[src/core/ifc_pkg.sv]
// Constants for the image feature command handler: command codes, setting codes,
// register offsets, command word field positions and reset values.
// Assumes an AHB-Lite master with 32-bit data that issues single word transfers.
package ifc_pkg;
    // Command codes
    localparam logic [7:0] CODE_VBIN = 8'hA4;
    localparam logic [7:0] CODE_HBIN = 8'hA3;
    localparam logic [7:0] CODE_MIRROR = 8'hC1;
    localparam logic [7:0] CODE_TEST = 8'hA1;
    // Direction flag and the only data length these commands use
    localparam logic FLAG_READ = 1'h1;
    localparam logic FLAG_WRITE = 1'h0;
    localparam logic [7:0] CMD_LEN = 8'h01;
    // Setting codes
    localparam logic [7:0] VAL_OFF = 8'h00;
    localparam logic [7:0] VAL_ON = 8'h01;
    localparam logic [7:0] TEST_NONE = 8'h00;
    localparam logic [7:0] TEST_DIAG = 8'h01;
    localparam logic [7:0] TEST_MOVE = 8'h02;
    localparam logic [7:0] TEST_VH = 8'h03;
    // Register byte offsets
    localparam logic [3:0] OFS_CMD = 4'h0;
    localparam logic [3:0] OFS_RSP = 4'h4;
    localparam logic [3:0] OFS_STAT = 4'h8;
    localparam logic [3:0] OFS_SET = 4'hC;
    // Command and response word fields
    localparam int POS_CODE = 0;
    localparam int POS_FLAG = 8;
    localparam int POS_LEN = 16;
    localparam int POS_DATA = 24;
    // Status and settings bit positions
    localparam int POS_RSP_VALID = 0;
    localparam int POS_REJECT = 1;
    localparam int POS_VBIN = 0;
    localparam int POS_HBIN = 1;
    localparam int POS_MIRROR = 2;
    localparam int POS_FULL = 3;
    localparam int POS_TEST = 4;
    // Reset values
    localparam logic RST_BIN = 1'h0;
    localparam logic RST_MIRROR = 1'h0;
    localparam logic [1:0] RST_TEST = 2'h0;
endpackage : ifc_pkg

[src/core/ifc_handler.sv]
// Image feature command handler: AHB-Lite slave that interprets binning, mirror
// and test image commands written as one command word and keeps the settings.
// Assumes one AHB-Lite master on clk; this slave never inserts wait states.
//
// Design decisions made here: register access over AHB-Lite and the register offsets.
`timescale 1ns/100ps
`default_nettype none
module ifc_handler
    import ifc_pkg::*;
(
    input wire logic clk,
    input wire logic srst,
    input wire logic hsel,
    input wire logic [31:0] haddr,
    input wire logic [1:0] htrans,
    input wire logic hwrite,
    input wire logic [2:0] hsize,
    input wire logic [31:0] hwdata,
    input wire logic hready,
    output logic hreadyout,
    output logic hresp,
    output logic [31:0] hrdata,
    output logic vbin_enable,
    output logic hbin_enable,
    output logic full_binning,
    output logic mirror_enable,
    output logic [1:0] test_image
);
    logic wr_pend;
    logic rd_pend;
    logic [3:0] dp_addr;
    logic rsp_valid;
    logic reject;
    logic [7:0] rsp_code;
    logic [7:0] rsp_data;

    // Address phase capture; only whole word transfers carry commands
    wire addr_go = hsel && hready && htrans[1] && (hsize == 3'h2);
    always_ff @(posedge clk)
    begin
        if (srst)
        begin
            wr_pend <= 1'b0;
            rd_pend <= 1'b0;
            dp_addr <= 4'h0;
        end
        else
        begin
            wr_pend <= addr_go && hwrite;
            rd_pend <= addr_go && !hwrite;
            dp_addr <= (addr_go && haddr[31:4] == 28'h0) ? haddr[3:0] : 4'h1;
        end
    end

    // Command word fields, taken from the write data phase
    wire [7:0] cmd_code = hwdata[POS_CODE +: 8];
    wire cmd_flag = hwdata[POS_FLAG];
    wire [7:0] cmd_len = hwdata[POS_LEN +: 8];
    wire [7:0] cmd_data = hwdata[POS_DATA +: 8];
    wire cmd_go = wr_pend && (dp_addr == OFS_CMD);
    wire is_vbin = cmd_code == CODE_VBIN;
    wire is_hbin = cmd_code == CODE_HBIN;
    wire is_mirror = cmd_code == CODE_MIRROR;
    wire is_test = cmd_code == CODE_TEST;
    wire known = (is_vbin || is_hbin || is_mirror || is_test) && (cmd_len == CMD_LEN);
    wire do_read = cmd_go && known && (cmd_flag == FLAG_READ);
    wire do_write = cmd_go && known && (cmd_flag == FLAG_WRITE);
    // Binary settings accept only 0x00 and 0x01; test image only 0x00 to 0x03
    wire bin_ok = (cmd_data == VAL_OFF) || (cmd_data == VAL_ON);
    wire test_ok = cmd_data <= TEST_VH;
    wire data_ok = is_test ? test_ok : bin_ok;
    wire apply = do_write && data_ok;

    // Current state of the addressed setting, as the reply byte
    wire [7:0] cur_value = is_vbin ? {7'h0, vbin_enable} :
                           is_hbin ? {7'h0, hbin_enable} :
                           is_mirror ? {7'h0, mirror_enable} :
                           {6'h0, test_image};

    // Full binning follows the values the two enables take next
    wire next_vbin = (apply && is_vbin) ? cmd_data[0] : vbin_enable;
    wire next_hbin = (apply && is_hbin) ? cmd_data[0] : hbin_enable;
    wire next_full = next_vbin && next_hbin;

    // Settings update; an undefined code leaves the old value in place
    always_ff @(posedge clk)
    begin
        if (srst)
        begin
            vbin_enable <= RST_BIN;
            hbin_enable <= RST_BIN;
            full_binning <= RST_BIN;
            mirror_enable <= RST_MIRROR;
            test_image <= RST_TEST;
        end
        else
        begin
            if (apply && is_vbin)
                vbin_enable <= cmd_data[0];
            if (apply && is_hbin)
                hbin_enable <= cmd_data[0];
            if (apply && is_mirror)
                mirror_enable <= cmd_data[0];
            if (apply && is_test)
                test_image <= cmd_data[1:0];
            full_binning <= next_full;
        end
    end

    // Reply holding; a new reply wins over a clearing read in the same cycle
    wire rsp_clear = rd_pend && (dp_addr == OFS_RSP);
    always_ff @(posedge clk)
    begin
        if (srst)
        begin
            rsp_valid <= 1'b0;
            reject <= 1'b0;
            rsp_code <= 8'h00;
            rsp_data <= 8'h00;
        end
        else
        begin
            if (do_read)
            begin
                rsp_valid <= 1'b1;
                rsp_code <= cmd_code;
                rsp_data <= cur_value;
            end
            else if (rsp_clear)
                rsp_valid <= 1'b0;
            if (cmd_go)
                reject <= !(do_read || apply);
        end
    end

    // Read data mux; the reply word always carries flag 0 and length 1
    wire [31:0] rsp_word = {rsp_data, CMD_LEN, 7'h0, FLAG_WRITE, rsp_code};
    wire [31:0] stat_word = {30'h0, reject, rsp_valid};
    wire [31:0] set_word = {26'h0, test_image, full_binning, mirror_enable,
                            hbin_enable, vbin_enable};
    assign hrdata = !rd_pend ? 32'h0 :
                    (dp_addr == OFS_RSP) ? rsp_word :
                    (dp_addr == OFS_STAT) ? stat_word :
                    (dp_addr == OFS_SET) ? set_word : 32'h0;
    // Zero wait states, always OKAY; unmapped reads return zero
    assign hreadyout = 1'b1;
    assign hresp = 1'b0;
endmodule : ifc_handler
`default_nettype wire

[config.mk]
export PLATFORM = sky130hd
export DESIGN_NAME = ifc_handler
export DESIGN_NICKNAME = d
export VERILOG_FILES = /design/src/core/ifc_pkg.sv /design/src/core/ifc_handler.sv
export SDC_FILE = /design/constraint.sdc
export NUM_CORES = 1
export LEC_CHECK = 0
export ABC_AREA = 1
export BUFFER_PORTS_ARGS = -buffer_cell sky130_fd_sc_hd__buf_2
export CAP_MARGIN = 20
export CORE_UTILIZATION = 41
export CTS_CLUSTER_DIAMETER = 60
export DETAILED_ROUTE_END_ITERATION = 10
export MAX_ROUTING_LAYER = met4
export PLACE_DENSITY_LB_ADDON = 0.25
export SYNTH_ARGS = -nofsm -noshare
export SYNTH_HDL_FRONTEND = slang
export SYNTH_SLANG_ARGS = --single-unit
export TNS_END_PERCENT = 50
[constraint.sdc]
create_clock -name clk -period 1.7 [get_ports clk]
set_input_delay 0.34 -clock clk [delete_from_list [all_inputs] [get_ports clk]]
set_output_delay 0.34 -clock clk [all_outputs]
set_load 0.02 [all_outputs]
==> flow_summary.rst, run 1 <==
.. list-table::
   :header-rows: 1

   * - Metric
     - Value
   * - Kind of start point of the critical path
     - flop
   * - Number of synthesized flops with an enable pin
     - 0
   * - # Max-Cap Violations
     - 0
   * - Number of nets in the layout
     - 397
   * - CTS Sinks
     - 24
   * - Die boundary height
     - 63.7 µm
   * - Net switching power
     - 0.287 mW
   * - Power share of the sequential group
     - 50.1%
   * - Post-synth top flop
     - dfxtp_1
   * - Hold Path Cell Cnt
     - 2
   * - Main combinational cell family by area after synthesis
     - simple AND/OR/NAND/NOR gates
   * - Combinational share of power
     - 14.9%
   * - Drt first pass iters
     - 5
   * - Post-synthesis to final-layout area growth
     - 35.5%
   * - Failing checks
     - setup timing
   * - Inserted Clock Buffers
     - 3
   * - Starting DRC count in detailed routing
     - 70
   * - Achievable Freq
     - 526 MHz
   * - Worst setup path endpoint
     - hrdata[5]
   * - Vias post-DR
     - 1,653
   * - Pleak
     - 1.11 nW
   * - Worst path required time
     - 1.36 ns
   * - Fraction of the mapped netlist area in compound gates
     - 9.31%
   * - Die width
     - 63.7 µm
   * - Routed WL per cell
     - 9.86 µm
   * - Final WL
     - 3650 µm
   * - Final setup slack of the worst path
     - -0.200 ns
   * - Peak fanout along the critical path
     - 6
   * - Core box area
     - 3660 µm²
   * - Master cell of the clock root buffer
     - clkbuf_8
   * - Number of cells traversed by the worst register-to-register path
     - 10
   * - Final period demand of the worst path
     - 1.90 ns
   * - Post-synthesis sequential element count
     - 24
   * - Final number of setup-violating endpoints
     - 10
   * - Distinct cell type count of the synthesized netlist
     - 28
   * - Worst R2R Start
     - dp_addr[1]
   * - Fraction of power spent switching nets
     - 25.6%
   * - Filler Cells Inserted
     - 395
   * - Hold_buf cts
     - 0
   * - Area share of and/or/nand/nor cells after synthesis
     - 38.4%
   * - Register-to-register setup slack
     - 0.09 ns
   * - Unrepaired setup endpoints after global routing
     - yes
   * - Initial core utilization
     - 42.6%
   * - Die area
     - 4050 µm²
   * - Crit Path Category
     - flop to primary output
   * - Share of cells above drive strength 1
     - 40.7%
   * - # diodes
     - 0
   * - Register area share after synthesis
     - 30.8%
   * - Run status
     - complete, but fails checks
   * - Number of standard cells after synthesis
     - 230
   * - ANT nets after route
     - 0
   * - Total negative slack for setup checks
     - -1.37 ns
   * - Post-route DRC violation count
     - 0
   * - Yosys warning total
     - 0
   * - Count of input and output buffers
     - 82
   * - Sequential cell area
     - 482 µm²
   * - Summed instance area of the synthesized netlist
     - 1560 µm²
   * - Critical path arrival
     - 1.56 ns
   * - Power density relative to cell area
     - 533 nW/µm²
   * - Cell internal pwr
     - 0.838 mW
   * - Worst setup skew after layout
     - 0.00891 ns
   * - Row cnt
     - 22
   * - Clock latency on the worst-skew pair
     - 0.27 ns
   * - Average vias per placed instance
     - 4.47
   * - HPWL after detailed placement
     - 2990 µm
   * - Mux contribution to synthesized area
     - 0%
   * - Buffer levels on the longest clock path
     - 2
   * - Largest net degree at the start of global routing
     - 15
   * - Proportion of synthesized flip-flops having asynchronous set or reset
     - 0%
   * - Share of total power in the clock network
     - 35.0%
   * - Final Hold Violating Endpoints
     - 0
   * - Hold WC Path Type
     - input pin to flop
   * - Average cell area after synthesis
     - 6.78 µm²
   * - Period utilisation layout
     - 112%
   * - End of the worst register-to-register path
     - rsp_code[1]
   * - Max-slew violation total from the final report
     - 0
   * - Core utilization of the finished layout
     - 57.7%
   * - CTS HTree Levels
     - 1
   * - Via count of the first global-routing pass
     - 1,527
   * - Number of top-level pins
     - 114
   * - Most frequent standard cell in the layout excluding fill and tap cells
     - buf_2
   * - GRT Total Usage
     - 19.5%
   * - Weighted congestion reported at the end of routability-driven placement
     - 0.966
   * - Multi-input gate area
     - 861 µm²
   * - Clock-pin slew on the worst setup and hold paths
     - 0.08 ns
   * - CTS tree
     - yes
   * - Peak supply drop
     - 279 µV
   * - Global-route wire length before repair
     - 6150 µm
   * - Xor and xnor area share after synthesis
     - 0%
   * - Most used cells in the layout excluding fill and tap cells
     - 77 x buf_2, 39 x nor2_1, 33 x inv_1
   * - Crit path from
     - dp_addr[1]
   * - Type of element capturing the critical path
     - primary output
   * - Antenna violations before repair
     - 0
   * - Post-Synth Adder-Cell Area
     - 0%
   * - GRT Residual Overflow
     - 0
==> power groups by stage <==
stage               Clock (mW)  Sequential [mW]  Combinational (mW)
floorplan                    0            0.578               0.121
CTS                      0.400            0.564               0.168
global placement             0            0.577               0.165
detailed placement           0            0.577               0.168
finish                   0.393            0.564               0.168
global route             0.421            0.564               0.188
==> per-stage QoR <==
| stage | cell area (µm²) | setup slack, ns | power [mW] | cells | hold slack (ns) |
|---|---|---|---|---|---|
| 6_report | 2110 | -0.200 | 1.13 | 370 | 0.238 |
| 5_1_grt | 2110 | -0.324 | 1.17 | 370 | 0.252 |
| 4_1_cts | 2080 | -0.211 | 1.13 | 369 | 0.235 |
| 3_5_place_dp | 2010 | 0.00381 | 0.745 | 365 | 0.458 |
| 3_3_place_gp | 2010 | 0.0472 | 0.742 | 365 | 0.449 |
| 2_1_floorplan | 1660 | 0.00952 | 0.699 | 251 | 0.407 |
==> what timing repair did <==
item / CTS / global route
pin swaps: 0 / 3
setup buffers: 0 / 1
gates resized for setup: 7 / 9
hold endpoints to repair: 0 / 0
setup endpoints to repair: 11 / 14
==> cells in the mapped netlist (3+ instances only) <==
library cell	number	share of area, %
nand3_1	10	3.2
nor3_1	4	1.3
inv_2	3	0.72
nor2_2	5	2.0
a21oi_1	7	2.2
buf_4	23	11
nand2_1	30	7.2
nor2_4	4	2.9
dfxtp_1	24	31
nor4_1	5	2.0
nand4_1	8	3.2
nand2_2	5	2.0
nor2_1	42	10
o21ai_0	8	2.6
inv_1	34	8.2
==> worst max-delay path, stage by stage, from the launching register on <==
cell,delay (ns)
dfxtp_2,0.33
nor3_2,0.16
inv_1,0.07
nor2_2,0.11
inv_2,0.05
nor2_4,0.08
inv_1,0.16
o21ai_2,0.15
buf_2,0.17
==> routing by layer <==
layer	up-vias	GRT usage, %	part of all wire (%)
li1	867	-	-
met1	729	22.5	46
met2	55	34.4	49
met3	2	2.90	4.4
met4	0	6.25	0.79
met5	-	-	0
==> how the worst min path moves through the flow <==
stage	startpoint	to	slack [ns]
after global placement	rsp_code[3]	rsp_code[3]	0.45
after CTS	hwrite	rd_pend	0.24
after floorplan	srst	rsp_data[1]	0.41
final	hwrite	rd_pend	0.24
after detailed placement	rsp_code[4]	rsp_code[4]	0.46
after global routing	hwrite	rd_pend	0.25
==> cell type report <==
class	count	share of cell area (%)
Timing Repair Buffer	92	24.3
Inverter	37	6.69
Tap cell	48	2.84
Sequential cell	24	22.8
Clock buffer	4	2.61
Multi-Input combinational cell	165	40.8
==> kinds of logic after synthesis <==
group	count (synthesis)
AOI/OAI and AO/OA	23
buffers and inverters	62
DFF	24
other	2
and+or+nand+nor	119
==> sequential cells by signal, summed over array words and instances (netlist names) <==
signal / flops
hbin_enable: 1
rd_pend: 1
vbin_enable: 1
rsp_valid: 1
test_image: 2
dp_addr: 4
reject: 1
rsp_data: 2
rsp_code: 8
mirror_enable: 1
full_binning: 1
wr_pend: 1
(Power assumes the default switching activity.)
==> inputs of run 2 (changes only) <==
ABC_AREA = not set   (was 1)
CORE_UTILIZATION = 40   (was 41)
==> run 2 against run 1 <==
Effect of this change: the run still ends with setup timing left; utilization up 8.3 points; clock power decreased by 17%; first-iteration DRC count increased by 13%; final cell count shrank 15%; synthesized cell count decreased by 29%; critical path depth is 3 lower; via count is 6.2% lower; maximum frequency is 8.4% higher; register-to-register slack got worse by 0.04 ns; setup slack improved by 0.15 ns; combinational power rose by 19%; critical path type unchanged; highest routed layer unchanged.
==> flow_summary.rst, run 2 <==
.. list-table::
   :header-rows: 1

   * - Metric
     - Value
   * - Buffer levels on the longest clock path
     - 2
   * - Die area
     - 3930 µm²
   * - Largest register FFs
     - 8
   * - HPWL after detailed placement
     - 3050 µm
   * - Mux contribution to synthesized area
     - 7.48%
   * - Worst setup skew after layout
     - 0.00643 ns
   * - Count of input and output buffers
     - 82
   * - Kind of cell with the highest combined delay on the critical path
     - simple AND/OR/NAND/NOR gates
   * - Clock-pin slew on the worst setup and hold paths
     - 0.08 ns
   * - Critical Path Max Stage Delay
     - 0.34 ns
   * - Post-Synth Adder-Cell Area
     - 0%
   * - Final design instance area without fill
     - 2270 µm²
   * - Type of element capturing the critical path
     - primary output
   * - Antenna violations before repair
     - 0
   * - Area share of and/or/nand/nor cells after synthesis
     - 33.0%
   * - CTS HTree Levels
     - 1
   * - Main combinational cell family by area after synthesis
     - simple AND/OR/NAND/NOR gates
   * - Die boundary height
     - 62.7 µm
   * - # diodes
     - 0
   * - Inserted Clock Buffers
     - 3
   * - Final Hold Violating Endpoints
     - 0
   * - # Max-Cap Violations
     - 0
   * - Achievable Freq
     - 571 MHz
   * - Initial core utilization
     - 42.8%
   * - GRT Residual Overflow
     - 0
   * - Cell chain of the critical path
     - nor3_4 > and3_4 > buf_6 > a22o_1 > buf_6
   * - Core utilization of the finished layout
     - 66.0%
   * - Distinct cell type count of the synthesized netlist
     - 41
   * - Proportion of synthesized flip-flops having asynchronous set or reset
     - 0%
   * - Most common cell in the synthesized netlist
     - dfxtp_1
   * - Final period demand of the worst path
     - 1.75 ns
   * - Worst path buffer plus inverter count
     - 2
   * - Power density relative to cell area
     - 480 nW/µm²
   * - Post-synthesis sequential element count
     - 24
   * - Final Total Pwr
     - 1.09 mW
   * - Most frequent standard cell in the layout excluding fill and tap cells
     - buf_2
   * - Commonest cells in the netlist
     - 24 x dfxtp_1, 23 x buf_4, 17 x nor2_1
   * - Average cell area after synthesis
     - 8.98 µm²
   * - Crit Path Category
     - flop to primary output
   * - Die width
     - 62.7 µm
   * - Core box area
     - 3440 µm²
   * - Average vias per placed instance
     - 4.95
   * - Total negative slack for setup checks
     - -0.351 ns
   * - Post-route DRC violation count
     - 0
   * - Final number of setup-violating endpoints
     - 8
   * - Cell accounting for the most synthesized area
     - dfxtp_1
   * - Post-synthesis to final-layout area growth
     - 54.2%
   * - Net switching power
     - 0.282 mW
   * - Share of cells above drive strength 1
     - 52.4%
   * - Weighted congestion reported at the end of routability-driven placement
     - 0.874
   * - Failing checks
     - setup timing
   * - Pre-CTS worst setup slack
     - -0.277 ns
   * - Yosys warning total
     - 0
   * - Hold_buf cts
     - 0
   * - Cell Count Post-Placement
     - 309
   * - Most used cells in the layout excluding fill and tap cells
     - 72 x buf_2, 23 x conb_1, 21 x dfxtp_1, 21 x buf_4, 15 x nor2_1
   * - Global-route wire length before repair
     - 6030 µm
   * - Pleak
     - 1.07 nW
   * - Power share of the sequential group
     - 51.7%
   * - Number of standard cells after synthesis
     - 164
   * - CTS tree
     - yes
   * - Via count of the first global-routing pass
     - 1,408
   * - Master cell of the clock root buffer
     - clkbuf_8
   * - Fraction of the mapped netlist area in compound gates
     - 12.4%
   * - Kind of start point of the critical path
     - flop
   * - Largest cells by area after synthesis
     - dfxtp_1 33%, buf_4 12%, mux2i_1 7.5%
   * - Hold WC Path Type
     - input pin to flop
   * - Vias post-DR
     - 1,550
   * - Number of synthesized flops with an enable pin
     - 0
   * - Layout Cells excl Fill
     - 313
   * - Drt first pass iters
     - 4
   * - Instance area at placement
     - 2000 µm²
   * - Most used cell along the critical path
     - buf_6
   * - Summed instance area of the synthesized netlist
     - 1470 µm²
   * - Register area share after synthesis
     - 32.6%
   * - Master of the slowest instance on the critical path
     - dfxtp_2
   * - Clock latency on the worst-skew pair
     - 0.26 ns
   * - Area share of the leading cell type in the synthesized netlist
     - 32.6%
   * - Max-slew violation total from the final report
     - 0
   * - Cell internal pwr
     - 0.808 mW
   * - ANT nets after route
     - 0
   * - Routed WL per cell
     - 12.9 µm
   * - Row cnt
     - 21
   * - Combinational share of power
     - 18.4%
   * - Post-synth top flop
     - dfxtp_1
   * - Regs by FF count
     - rsp_code x8, dp_addr x4
   * - Unrepaired setup endpoints after global routing
     - yes
   * - Final WL
     - 4040 µm
   * - Final setup slack of the worst path
     - -0.0519 ns
   * - Number of top-level pins
     - 114
   * - Xor and xnor area share after synthesis
     - 0%
   * - Fraction of power spent switching nets
     - 25.8%
   * - Share of total power in the clock network
     - 30.0%
   * - Period utilisation layout
     - 103%
   * - Peak fanout along the critical path
     - 4
   * - Largest net degree at the start of global routing
     - 22
   * - Starting DRC count in detailed routing
     - 79
   * - Worst path required time
     - 1.36 ns
   * - CTS Sinks
     - 24
   * - Run status
     - complete, but fails checks
   * - Number of nets in the layout
     - 343
   * - Critical path arrival
     - 1.41 ns
   * - Register bank with the most flops
     - rsp_code
   * - Hold WS
     - 0.247 ns
   * - GRT Total Usage
     - 20.3%
   * - Peak supply drop
     - 332 µV
-- run 2: changes by cell type after synthesis, moves of 7 or more --
cell / previous run / this run
nor2_1: 42 / 17
inv_1: 34 / 3
nand4_1: 8 / 1
and2_1: 0 / 9
nor4_1: 5 / 13
mux2i_1: 0 / 11
nand2_1: 30 / 7
o21ai_0: 8 / 0
-- run 2: cell families after synthesis --
logic type | count (synthesis)
simple gates | 77
buf+inv | 30
flops | 24
compound gates | 20
mux | 11
other cells | 2
-- run 2: power by group through the flow --
stage	Combinational (mW)	Clock [mW]	Sequential, mW
floorplan	0.119	0	0.577
global placement	0.187	0	0.577
detailed placement	0.189	0	0.577
CTS	0.193	0.331	0.565
global route	0.216	0.371	0.563
finish	0.200	0.326	0.563
-- run 2: worst register-to-register path, cell delays in order (launching register included) --
cell       delay [ns]
dfxtp_2          0.34
nor3_4           0.21
buf_4            0.16
nand4_4          0.09
buf_6            0.16
a2111oi_4        0.21
mux2i_2          0.31
nor3_2           0.07
-- run 2: cell type report --
type,count,area (µm²)
Fill cell,303,1170
Multi-Input combinational cell,131,1010
Timing Repair Buffer,106,664
Sequential cell,24,487
Tap cell,46,57.6
Clock buffer,3,41.3
Inverter,3,11.3
-- run 2: metal layers --
metal / up-vias / wire length, µm / track usage, %
met1: 704 / 1530 / 22.6
met5: - / 0 / -
met2: 87 / 2150 / 36.7
met4: 0 / 30 / 5.81
met3: 4 / 324 / 3.83
li1: 755 / - / -
-- run 2: final timing paths --
kind / from / endpoint / slack, ns / depth (start not counted)
worst max-delay path: dp_addr[0] / hrdata[4] / -0.05 / 5
worst min-delay path: hwrite / rd_pend / 0.25 / 2
worst max register to register: dp_addr[0] / full_binning / 0.05 / 7
worst min register to register: rsp_data[1] / rsp_data[1] / 0.46 / 2
-- run 2: what timing repair did --
| action | 4_1_cts | 5_1_grt |
|---|---|---|
| setup endpoints to repair | 12 | 26 |
| pin swaps | 7 | 7 |
| resized for setup | 27 | 26 |
| setup buffers | 1 | 0 |
